$ cat config.mk
export PLATFORM = sky130hd
export DESIGN_NAME = mma_aux_commands
export DESIGN_NICKNAME = d
export VERILOG_FILES = /design/src/mma_pkg.sv /design/src/mma_aux_commands.sv
export SDC_FILE = /design/constraint.sdc
export NUM_CORES = 1
export LEC_CHECK = 0
export BUFFER_PORTS_ARGS = -buffer_cell sky130_fd_sc_hd__buf_2
export CORE_AREA = 2 2 216 218
export CTS_CLUSTER_DIAMETER = 120
export DETAILED_ROUTE_END_ITERATION = 10
export DIE_AREA = 0 0 218 220
export PLACE_DENSITY = 0.58
export SYNTH_ARGS = -nofsm -noshare
export SYNTH_HDL_FRONTEND = slang
export SYNTH_SLANG_ARGS = --single-unit
$ cat constraint.sdc
create_clock -name sys_clk_in -period 3.5 [get_ports sys_clk_in]
set_clock_uncertainty 0.15 [all_clocks]
set_input_delay 0.875 -clock sys_clk_in [delete_from_list [all_inputs] [get_ports sys_clk_in]]
set_output_delay 0.875 -clock sys_clk_in [all_outputs]
set_load 0.01 [all_outputs]
$ cat src/mma_pkg.sv
// Constants for the auxiliary command block of the position module.
// Assumes a 250 MHz system clock and an Avalon-MM register master.
`default_nettype none
package mma_pkg;
    // ****************************************************
    // Register map (byte addresses)
    // ****************************************************
    localparam logic [5:0] ADDR_CMD      = 6'h00;
    localparam logic [5:0] ADDR_STATUS   = 6'h04;
    localparam logic [5:0] ADDR_NEW_POS  = 6'h08;
    localparam logic [5:0] ADDR_CUR_POS  = 6'h0c;
    localparam logic [5:0] ADDR_RAMP_UP  = 6'h10;
    localparam logic [5:0] ADDR_RAMP_DN  = 6'h14;
    localparam logic [5:0] ADDR_SMOOTH   = 6'h18;
    localparam logic [5:0] ADDR_INHIBIT  = 6'h1c;
    localparam logic [5:0] ADDR_CFG_PTR  = 6'h20;
    localparam logic [5:0] ADDR_CFG_DATA = 6'h24;
    localparam logic [5:0] ADDR_UNITS    = 6'h28;
    localparam logic [5:0] ADDR_ACT_CFG  = 6'h2c;
    // ****************************************************
    // Command codes and fields
    // ****************************************************
    localparam logic [2:0] CMD_LOAD_LOC  = 3'h1;
    localparam logic [2:0] CMD_RAMP      = 3'h2;
    localparam logic [2:0] CMD_CLEAR     = 3'h3;
    localparam logic [2:0] CMD_RELOAD    = 3'h4;
    localparam int         STAT_DONE_BIT = 0;
    localparam int         STAT_BUSY_BIT = 1;
    localparam int         STAT_ERR_LSB  = 8;
    localparam int         STAT_ACT_BIT  = 16;
    localparam int         STAT_CLR_BIT  = 17;
    // ****************************************************
    // Error results
    // ****************************************************
    localparam logic [7:0] ERR_NONE      = 8'h00;
    localparam logic [7:0] ERR_BAD_CMD   = 8'h01;
    localparam logic [7:0] ERR_BAD_RAMP  = 8'h02;
    // ****************************************************
    // Timing
    // ****************************************************
    localparam int         CLK_MHZ       = 250;
    localparam int         CLR_PULSE_MS  = 50;
    localparam int         CLR_PULSE_CYC = CLR_PULSE_MS * 1000 * CLK_MHZ;
    localparam logic [31:0] RESET_ZERO   = 32'h0000_0000;
endpackage
`default_nettype wire

$ cat src/mma_aux_commands.sv
// Auxiliary command engine of the position module.
// Assumes an Avalon-MM master on the same clock and an external config table.
//
// The Avalon-MM interface to the registers and the address map are this design's own decisions.
`default_nettype none
module mma_aux_commands #(
    parameter int CLR_CYCLES = mma_pkg::CLR_PULSE_CYC
) (
    input  wire logic        sys_clk_in,         // 250 MHz clock
    input  wire logic        sys_rst_in,         // Sync reset, high
    input  wire logic [5:0]  avs_address_in,     // Byte address
    input  wire logic        avs_read_in,        // Read strobe
    input  wire logic        avs_write_in,       // Write strobe
    input  wire logic [31:0] avs_writedata_in,   // Write data
    input  wire logic [3:0]  avs_byteenable_in,  // Byte lanes
    output logic [31:0]      avs_readdata_out,   // Read data
    output logic             avs_waitrequest_out, // Stall
    input  wire logic [31:0] cfg_rdata_in,       // Config table word
    output logic [31:0]      cfg_addr_out,       // Config table address
    output logic             cfg_rd_out,         // Config table read
    output logic [31:0]      actual_location_report_out, // Current position
    output logic [31:0]      ramp_up_duration_out,   // Active accel ms
    output logic [31:0]      ramp_down_duration_out, // Active decel ms
    output logic [31:0]      smoothing_duration_out, // Active jerk ms
    output logic             drive_inhibit_pin_out,  // Motor disable
    output logic             clear_pulse_pin_out,    // Clear pulse
    output logic             cfg_changed_out     // Setup recalculation pulse
);
    // ****************************************************
    // State
    // ****************************************************
    typedef enum logic [4:0] {
        MMA_IDLE  = 5'b00001,
        MMA_EXEC  = 5'b00010,
        MMA_PULSE = 5'b00100,
        MMA_FETCH = 5'b01000,
        MMA_DONE  = 5'b10000
    } mma_state_t;

    mma_state_t  state;
    mma_state_t  next_state;
    logic [2:0]  cmd;
    logic        done;
    logic [7:0]  err;
    logic [31:0] new_pos;
    logic [31:0] cur_pos;
    logic [31:0] tbl_up;
    logic [31:0] tbl_dn;
    logic [31:0] tbl_sm;
    logic [31:0] cfg_ptr;
    logic [31:0] act_cfg;
    logic        units_real;
    logic [7:0]  inhibit_req;
    logic        inhibit_en;
    logic [31:0] clr_cnt;
    logic        rd_pend;
    logic        fetch_wait;
    logic        start_cmd;
    logic [31:0] wmask;
    logic        ramp_neg;

    assign start_cmd = avs_write_in && (avs_address_in == mma_pkg::ADDR_CMD)
                       && avs_byteenable_in[0] && (avs_writedata_in[2:0] != 3'h0);
    assign wmask = {{8{avs_byteenable_in[3]}}, {8{avs_byteenable_in[2]}},
                    {8{avs_byteenable_in[1]}}, {8{avs_byteenable_in[0]}}};
    // Any negative ramp time refuses the whole set
    assign ramp_neg = tbl_up[31] || tbl_dn[31] || tbl_sm[31];

    // ****************************************************
    // Bus slave: writes in zero wait, reads one wait
    // ****************************************************
    // Read stalls one cycle while read data loads
    assign avs_waitrequest_out = avs_read_in && !rd_pend;

    always_ff @(posedge sys_clk_in) begin
        if (sys_rst_in) begin
            rd_pend <= 1'b0;
        end else begin
            rd_pend <= avs_read_in && !rd_pend;
        end
    end

    always_ff @(posedge sys_clk_in) begin
        if (sys_rst_in) begin
            avs_readdata_out <= 32'h0000_0000;
        end else if (avs_read_in && !rd_pend) begin
            case (avs_address_in)
                mma_pkg::ADDR_STATUS: begin
                    avs_readdata_out <= 32'h0000_0000;
                    avs_readdata_out[mma_pkg::STAT_DONE_BIT] <= done;
                    avs_readdata_out[mma_pkg::STAT_BUSY_BIT] <= (state != MMA_IDLE);
                    avs_readdata_out[mma_pkg::STAT_ERR_LSB +: 8] <= err;
                    avs_readdata_out[mma_pkg::STAT_ACT_BIT] <= drive_inhibit_pin_out;
                    avs_readdata_out[mma_pkg::STAT_CLR_BIT] <= clear_pulse_pin_out;
                end
                mma_pkg::ADDR_NEW_POS:  avs_readdata_out <= new_pos;
                mma_pkg::ADDR_CUR_POS:  avs_readdata_out <= cur_pos;
                mma_pkg::ADDR_RAMP_UP:  avs_readdata_out <= tbl_up;
                mma_pkg::ADDR_RAMP_DN:  avs_readdata_out <= tbl_dn;
                mma_pkg::ADDR_SMOOTH:   avs_readdata_out <= tbl_sm;
                mma_pkg::ADDR_INHIBIT:  avs_readdata_out <= {23'h000000, inhibit_en, inhibit_req};
                mma_pkg::ADDR_CFG_PTR:  avs_readdata_out <= cfg_ptr;
                mma_pkg::ADDR_UNITS:    avs_readdata_out <= {31'h00000000, units_real};
                mma_pkg::ADDR_ACT_CFG:  avs_readdata_out <= act_cfg;
                default:                avs_readdata_out <= 32'h0000_0000;
            endcase
        end
    end

    // ****************************************************
    // Software-written parameters
    // ****************************************************
    always_ff @(posedge sys_clk_in) begin
        if (sys_rst_in) begin
            new_pos     <= mma_pkg::RESET_ZERO;
            tbl_up      <= mma_pkg::RESET_ZERO;
            tbl_dn      <= mma_pkg::RESET_ZERO;
            tbl_sm      <= mma_pkg::RESET_ZERO;
            cfg_ptr     <= mma_pkg::RESET_ZERO;
            units_real  <= 1'b0;
            inhibit_req <= 8'h00;
            inhibit_en  <= 1'b0;
        end else if (avs_write_in) begin
            case (avs_address_in)
                mma_pkg::ADDR_NEW_POS: new_pos <= (new_pos & ~wmask) | (avs_writedata_in & wmask);
                mma_pkg::ADDR_RAMP_UP: tbl_up  <= (tbl_up & ~wmask) | (avs_writedata_in & wmask);
                mma_pkg::ADDR_RAMP_DN: tbl_dn  <= (tbl_dn & ~wmask) | (avs_writedata_in & wmask);
                mma_pkg::ADDR_SMOOTH:  tbl_sm  <= (tbl_sm & ~wmask) | (avs_writedata_in & wmask);
                mma_pkg::ADDR_CFG_PTR: cfg_ptr <= (cfg_ptr & ~wmask) | (avs_writedata_in & wmask);
                mma_pkg::ADDR_UNITS: begin
                    if (avs_byteenable_in[0]) begin
                        units_real <= avs_writedata_in[0];
                    end
                end
                mma_pkg::ADDR_INHIBIT: begin
                    if (avs_byteenable_in[0]) begin
                        inhibit_req <= avs_writedata_in[7:0];
                    end
                    if (avs_byteenable_in[1]) begin
                        inhibit_en <= avs_writedata_in[8];
                    end
                end
                default: begin
                end
            endcase
        end
    end

    // ****************************************************
    // Drive inhibit: no handshake, follows request while inhibit_en is set
    // ****************************************************
    // Pin keeps its level while the instruction is disabled
    always_ff @(posedge sys_clk_in) begin
        if (sys_rst_in) begin
            drive_inhibit_pin_out <= 1'b0;
        end else if (inhibit_en) begin
            drive_inhibit_pin_out <= (inhibit_req != 8'h00);
        end
    end

    // ****************************************************
    // Command sequencer
    // ****************************************************
    // One pass through EXEC per accepted command
    always_comb begin
        next_state = state;
        case (state)
            MMA_IDLE: begin
                if (start_cmd) begin
                    next_state = MMA_EXEC;
                end
            end
            MMA_EXEC: begin
                case (cmd)
                    mma_pkg::CMD_CLEAR:  next_state = MMA_PULSE;
                    mma_pkg::CMD_RELOAD: next_state = MMA_FETCH;
                    default:             next_state = MMA_DONE;
                endcase
            end
            MMA_PULSE: begin
                if (clr_cnt == 32'h0000_0001) begin
                    next_state = MMA_DONE;
                end
            end
            MMA_FETCH: begin
                if (fetch_wait) begin
                    next_state = MMA_DONE;
                end
            end
            MMA_DONE: next_state = MMA_IDLE;
            default:  next_state = MMA_IDLE;
        endcase
    end

    always_ff @(posedge sys_clk_in) begin
        if (sys_rst_in) begin
            state <= MMA_IDLE;
        end else begin
            state <= next_state;
        end
    end

    // Requests while busy are dropped
    always_ff @(posedge sys_clk_in) begin
        if (sys_rst_in) begin
            cmd <= 3'h0;
        end else if (state == MMA_IDLE && start_cmd) begin
            cmd <= avs_writedata_in[2:0];
        end
    end

    // Done stays until the next accepted command
    always_ff @(posedge sys_clk_in) begin
        if (sys_rst_in) begin
            done <= 1'b0;
        end else if (state == MMA_IDLE && start_cmd) begin
            done <= 1'b0;
        end else if (state == MMA_DONE) begin
            done <= 1'b1;
        end
    end

    // Result stays until the next command executes
    always_ff @(posedge sys_clk_in) begin
        if (sys_rst_in) begin
            err <= mma_pkg::ERR_NONE;
        end else if (state == MMA_EXEC) begin
            case (cmd)
                mma_pkg::CMD_LOAD_LOC, mma_pkg::CMD_CLEAR, mma_pkg::CMD_RELOAD: err <= mma_pkg::ERR_NONE;
                mma_pkg::CMD_RAMP: err <= ramp_neg ? mma_pkg::ERR_BAD_RAMP : mma_pkg::ERR_NONE;
                default:           err <= mma_pkg::ERR_BAD_CMD;
            endcase
        end
    end

    // ****************************************************
    // Position and ramp registers
    // ****************************************************
    // Raw 32 bits kept whatever the units
    always_ff @(posedge sys_clk_in) begin
        if (sys_rst_in) begin
            cur_pos <= mma_pkg::RESET_ZERO;
        end else if (state == MMA_EXEC && cmd == mma_pkg::CMD_LOAD_LOC) begin
            cur_pos <= new_pos;
        end
    end

    always_ff @(posedge sys_clk_in) begin
        if (sys_rst_in) begin
            actual_location_report_out <= mma_pkg::RESET_ZERO;
        end else begin
            // Trails the stored position by one cycle
            actual_location_report_out <= cur_pos;
        end
    end

    always_ff @(posedge sys_clk_in) begin
        if (sys_rst_in) begin
            ramp_up_duration_out   <= mma_pkg::RESET_ZERO;
            ramp_down_duration_out <= mma_pkg::RESET_ZERO;
            smoothing_duration_out <= mma_pkg::RESET_ZERO;
        end else if (state == MMA_EXEC && cmd == mma_pkg::CMD_RAMP && !ramp_neg) begin
            // All three adopted together or none
            ramp_up_duration_out   <= tbl_up;
            ramp_down_duration_out <= tbl_dn;
            smoothing_duration_out <= tbl_sm;
        end
    end

    // ****************************************************
    // Clear pulse timer
    // ****************************************************
    always_ff @(posedge sys_clk_in) begin
        if (sys_rst_in) begin
            clr_cnt <= 32'h0000_0000;
        end else if (state == MMA_EXEC && cmd == mma_pkg::CMD_CLEAR) begin
            clr_cnt <= 32'(CLR_CYCLES);
        end else if (state == MMA_PULSE) begin
            clr_cnt <= clr_cnt - 32'h0000_0001;
        end
    end

    // Pin drops on the last counted cycle
    always_ff @(posedge sys_clk_in) begin
        if (sys_rst_in) begin
            clear_pulse_pin_out <= 1'b0;
        end else if (state == MMA_EXEC && cmd == mma_pkg::CMD_CLEAR) begin
            clear_pulse_pin_out <= 1'b1;
        end else if (state == MMA_PULSE) begin
            clear_pulse_pin_out <= (clr_cnt != 32'h0000_0001);
        end
    end

    // ****************************************************
    // Configuration reload
    // ****************************************************
    assign cfg_addr_out = cfg_ptr;
    assign cfg_rd_out   = (state == MMA_FETCH) && !fetch_wait;

    always_ff @(posedge sys_clk_in) begin
        if (sys_rst_in) begin
            fetch_wait <= 1'b0;
        end else begin
            fetch_wait <= (state == MMA_FETCH) && !fetch_wait;
        end
    end

    // Only a differing word is applied
    always_ff @(posedge sys_clk_in) begin
        if (sys_rst_in) begin
            act_cfg         <= mma_pkg::RESET_ZERO;
            cfg_changed_out <= 1'b0;
        end else begin
            cfg_changed_out <= 1'b0;
            if (state == MMA_FETCH && fetch_wait && cfg_rdata_in != act_cfg) begin
                act_cfg         <= cfg_rdata_in;
                cfg_changed_out <= 1'b1;
            end
        end
    end
endmodule
`default_nettype wire

======== Word-level counts from Yosys, hierarchy flattened ========
Index checks and enable logic that the tools add are counted.
cells by class
  reduce and logical (&&, ||, !) cells .... 33
  muxes and demuxes ....................... 13
  bitwise logic cells ..................... 12
  eq/ne operators ......................... 26
  $add $sub $neg .......................... 1
operator list
  cell                     number
  $pmux W32 S10            1
  $and A32 B32 Y32         6
  $or A32 B32 Y32          5
  $mux W24                 2
  $eq A32 B1 Y1 const B    1
  $ne A32 B1 Y1 const B    1
  $ne A32 B32 Y1           1
  $not A32 Y32             1
  $sub A32 B1 Y32 const B  1
  $eq A6 B5 Y1 const B     4
  $pmux W5 S4              1
  $eq A6 B6 Y1 const B     3
  $mux W5                  3
  $eq A6 B4 Y1 const B     2
  $logic_and A1 B1 Y1      12
  $reduce_and A3 Y1        4
  $pmux W5 S2              1
  $reduce_and A2 Y1        5
  $reduce_bool A8 Y1       1
  $eq A3 B2 Y1 const B     2
  $eq A6 B3 Y1 const B     1
  $logic_not A6 Y1         1
  $ne A2 B2 Y1 const B     3
  $eq A5 B1 Y1 const B     1
  16 further kinds         22
word-level totals
  word-level logic and storage cells ...... 111
  flip-flop bits (word level) ............. 448
  output and inout port bits .............. 197

======== Depth between registers and ports, before layout ========
  depth in word-level cells ............... 6
  mapped depth ............................ 8
  depth with buffers taken out ............ 6

======== Worst setup path after synthesis ========
No wires, ideal clock.
  kind .................................... input-to-reg
  start point ............................. in avs_address_in[4]
  end point ............................... reg with a tool-made name
  stages on the path ...................... 7
  data arrival time ....................... 2453 ps
  slack ................................... 769 ps
  setup time .............................. 128 ps
  buffers on the path ..................... 2
  cells stage by stage .................... clkbuf_1 > or4b_1 > nor3_4 > buf_4 > nand3_4 > mux2i_1 > nor2_1
RTL lines
  element          RTL line                RTL
  start, declared  mma_aux_commands.sv:11  input wire logic [5:0] avs_address_in,

======== Worst setup path after layout ========
  start point ............................. reg state[1]
  end point ............................... out cfg_rd_out
on the way
  word-level cells in the longest chain between the ends .. 2
ends and longest elaborated chain
  element                 RTL line                 RTL
  start, declared         mma_aux_commands.sv:40   mma_state_t state;
  start signal, assigned  mma_aux_commands.sv:199  state <= next_state;
  $eq A5 B4 Y1            mma_aux_commands.sv:298  assign cfg_rd_out = (state == MMA_FETCH) && !fetch_wait;
  $logic_and A1 B1 Y1     mma_aux_commands.sv:298
  end, declared           mma_aux_commands.sv:20   output logic cfg_rd_out,
Every way passes these cells.

==> run summary <==
status -> complete, no violations
top-area cell type share of the netlist area -> 0.489
Psw -> 2.38 mW
CP required -> 2.47 ns
first-pass GRT wire length -> 90.9 mm
WL final -> 60.3 mm
boundary pin count -> 275
R2R Setup Slk -> 0.72 ns
Final Hold Viols -> 0
synth warn -> 0
drt drc -> 0
synth unique cells -> 61
routed vias/inst -> 5.40
FF-to-FF path depth -> 5
top post-synthesis cells by count -> dfxtp_1, nand2_1, a21oi_1
M2 GR Usage -> 0.343
fraction of layout cells with a size suffix above 1 -> 0.190
final-report setup violation count -> 0
CP cell instances -> nor2_1 > nand3_1 > or2_2 > inv_1 > buf_2
Placeable Area -> 0.0459 mm²
cell-internal power -> 8.55 mW
critical path fanouts, max -> 8
FF+latch count, synth -> 442
CP max-delay cell -> nor2_1
post-route insts no fill -> 2929
WP data arrival -> 2.07 ns
Slew Viols, Final -> 0
RSZ-0062 raised after global routing -> false
M3 GR Usage -> 0.0457
synth top area cells -> dfxtp_1, mux2i_1, nand2_1
WP buf/inv -> 2
P&R area growth vs syn -> 20.6%
Sw Ratio -> 0.218
antenna violations before repair -> 5
gr busiest metal -> met1
post-synthesis cell count -> 2059
Clock transition at path regs -> 0.06 ns
Crit. End Element -> output port
period utilization -> 0.884
cts hold-fix bufs -> 0
reg2reg end -> act_cfg[17]
Die Ht -> 220 µm
placed insts -> 2841
NumNets Final -> 2363
setup TNS -> 0 ns
Mapped Nets -> 2139
Die Wd -> 218 µm
DR pass1 iterations -> 5
vias in the first global route -> 14752
Post-DRT Antenna Nets -> 0
Comb power frac -> 0.036
routability cong. -> 0.872
most frequent cell after synthesis -> dfxtp_1
Primary FF master, synth -> dfxtp_1
post-cts resize count -> 0
IO buf count -> 274
Max IR drop VDD -> 425 µV
overall routing resource usage -> 0.246
max_cap viols -> 0
Hold Path Depth -> 2
Avg Cell Area, Syn -> 8.79 µm²
CTS tree -> yes
fraction of registers with async set/reset -> 0
row count -> 79
Pwr Density -> 501 mW/mm²
Worst-Skew Late Latency -> 0.58 ns
post-synthesis sequential area ratio -> 0.489
Crit path largest cell delay -> 0.41 ns
CTS Sinks -> 442
Post-synth EDFFs -> 0
reg-to-reg critical path startpoint -> state[1]
post-CTS setup buffer count -> 0
hold endpoint -> smoothing_duration_out[0]
critical path class -> flop to output port
DR WL/cell -> 20.6 µm
clock share of power -> 0.503
leakage -> 8.42 nW
clock tree buffer depth -> 3
Relative slew margins -> 0.333
HP Class -> flop to flop
die area -> 0.0480 mm²
hold_sp -> smoothing_duration_out[0]
fmax -> 323 MHz
Initial Util -> 0.394
pin count of the biggest net entering global routing -> 136
First DRT Iteration DRCs -> 1384
total global routing overflow -> 0
H-tree levels -> 2
CTS root buffer -> clkbuf_16
Reg power frac -> 0.461
vias -> 15824
mapped cell area -> 0.0181 mm²
CTS Buf Count -> 47
CP delay by family, top -> simple AND/OR/NAND/NOR gates
met1 Track Usage GR -> 0.383
CP Launch Type -> flop
Least-Margin Pin Slew -> 1.00 ns
post-layout minimum cycle time -> 3.09 ns
Post-DP HPWL -> 43.2 mm
leading area contributor after synthesis -> dfxtp_1
[worst max-delay path by stage]
| stage | start | endpoint | cells after the start |
|---|---|---|---|
| 2_1_floorplan | avs_address_in[4] | flop | 7 |
| 6_report | state[1] | cfg_rd_out | 5 |
| 3_5_place_dp | cfg_rdata_in[7] | act_cfg[25] | 7 |
| 4_1_cts | state[1] | cfg_rd_out | 5 |
| 5_1_grt | state[1] | cfg_rd_out | 5 |
| 3_3_place_gp | cfg_rdata_in[1] | act_cfg[26] | 7 |
[metrics by stage]
step / utilization / instance area [µm²] / total power, mW / worst slack, ns / hold WS [ns]
2_1_floorplan: - / 18100 / 5.36 / 0.769 / 0.288
3_3_place_gp: 0.439 / 20100 / 5.54 / 0.312 / 0.292
3_5_place_dp: 0.439 / 20100 / 5.54 / 0.348 / 0.295
4_1_cts: 0.476 / 21800 / 11.0 / 0.407 / 0.303
5_1_grt: 0.476 / 21800 / 11.2 / 0.324 / 0.318
6_report: 0.476 / 21800 / 10.9 / 0.407 / 0.301
[worst min-delay path, stage by stage, from the launching register on]
cell and delay (ns):
dfxtp_1 0.30, nand2_1 0.05, a21oi_1 0.05
[per-layer routing]
| metal | vias up | routed length [µm] |
|---|---|---|
| met5 | - | 23 |
| met4 | 4 | 1160 |
| met3 | 72 | 4200 |
| met2 | 521 | 24900 |
| met1 | 7631 | 30000 |
| li1 | 7596 | - |
[kinds of logic after synthesis]
kind of cell / count (synthesis) / share of synthesized area
multiplexers: 149 / 0.0876
buffers and inverters: 154 / 0.0335
AND/OR/NAND/NOR: 740 / 0.196
XOR/XNOR: 56 / 0.0271
AO/OA/AOI/OAI: 516 / 0.166
adder cells (fa/ha/maj): 2 / 0.00138
flip-flops: 442 / 0.489
[cell usage in the layout, fill, tap and decap left out, drive strengths merged, types with 10 or more instances in the layout]
| cell | synthesis | final |
|---|---|---|
| nor2 | 137 | 137 |
| nand3 | 42 | 42 |
| mux2i | 137 | 137 |
| nand4 | 16 | 16 |
| a21oi | 248 | 248 |
| or3 | 14 | 14 |
| buf | 22 | 323 |
| clkbuf | 126 | 66 |
| xnor2 | 44 | 44 |
| nor4 | 12 | 12 |
| nand2 | 356 | 356 |
| or4 | 10 | 10 |
| dfxtp | 442 | 442 |
| nor2b | 35 | 35 |
| xor2 | 12 | 12 |
| o2bb2ai | 22 | 22 |
| o21ai | 134 | 134 |
| nand2b | 71 | 71 |
| nor3 | 17 | 17 |
| a22oi | 58 | 58 |
| a22o | 32 | 32 |
[cell type report]
class / instances / area, µm²
clock buffer: 66 / 1380
clock inverter: 19 / 323
fill: 4449 / 24000
inverter: 6 / 22.5
multi-input combinational: 1463 / 8670
sequential: 442 / 8850
antenna: 3 / 7.51
timing repair buffer: 323 / 1810
tap: 607 / 759
[power by group through the flow]
stage | logic, mW | registers (mW) | clock network (mW)
floorplan | 0.206 | 5.15 | 0
global placement | 0.388 | 5.15 | 0
detailed placement | 0.391 | 5.15 | 0
CTS | 0.393 | 5.04 | 5.59
global route | 0.423 | 5.04 | 5.78
finish | 0.395 | 5.04 | 5.50
Power figures use the tool's default switching activity.
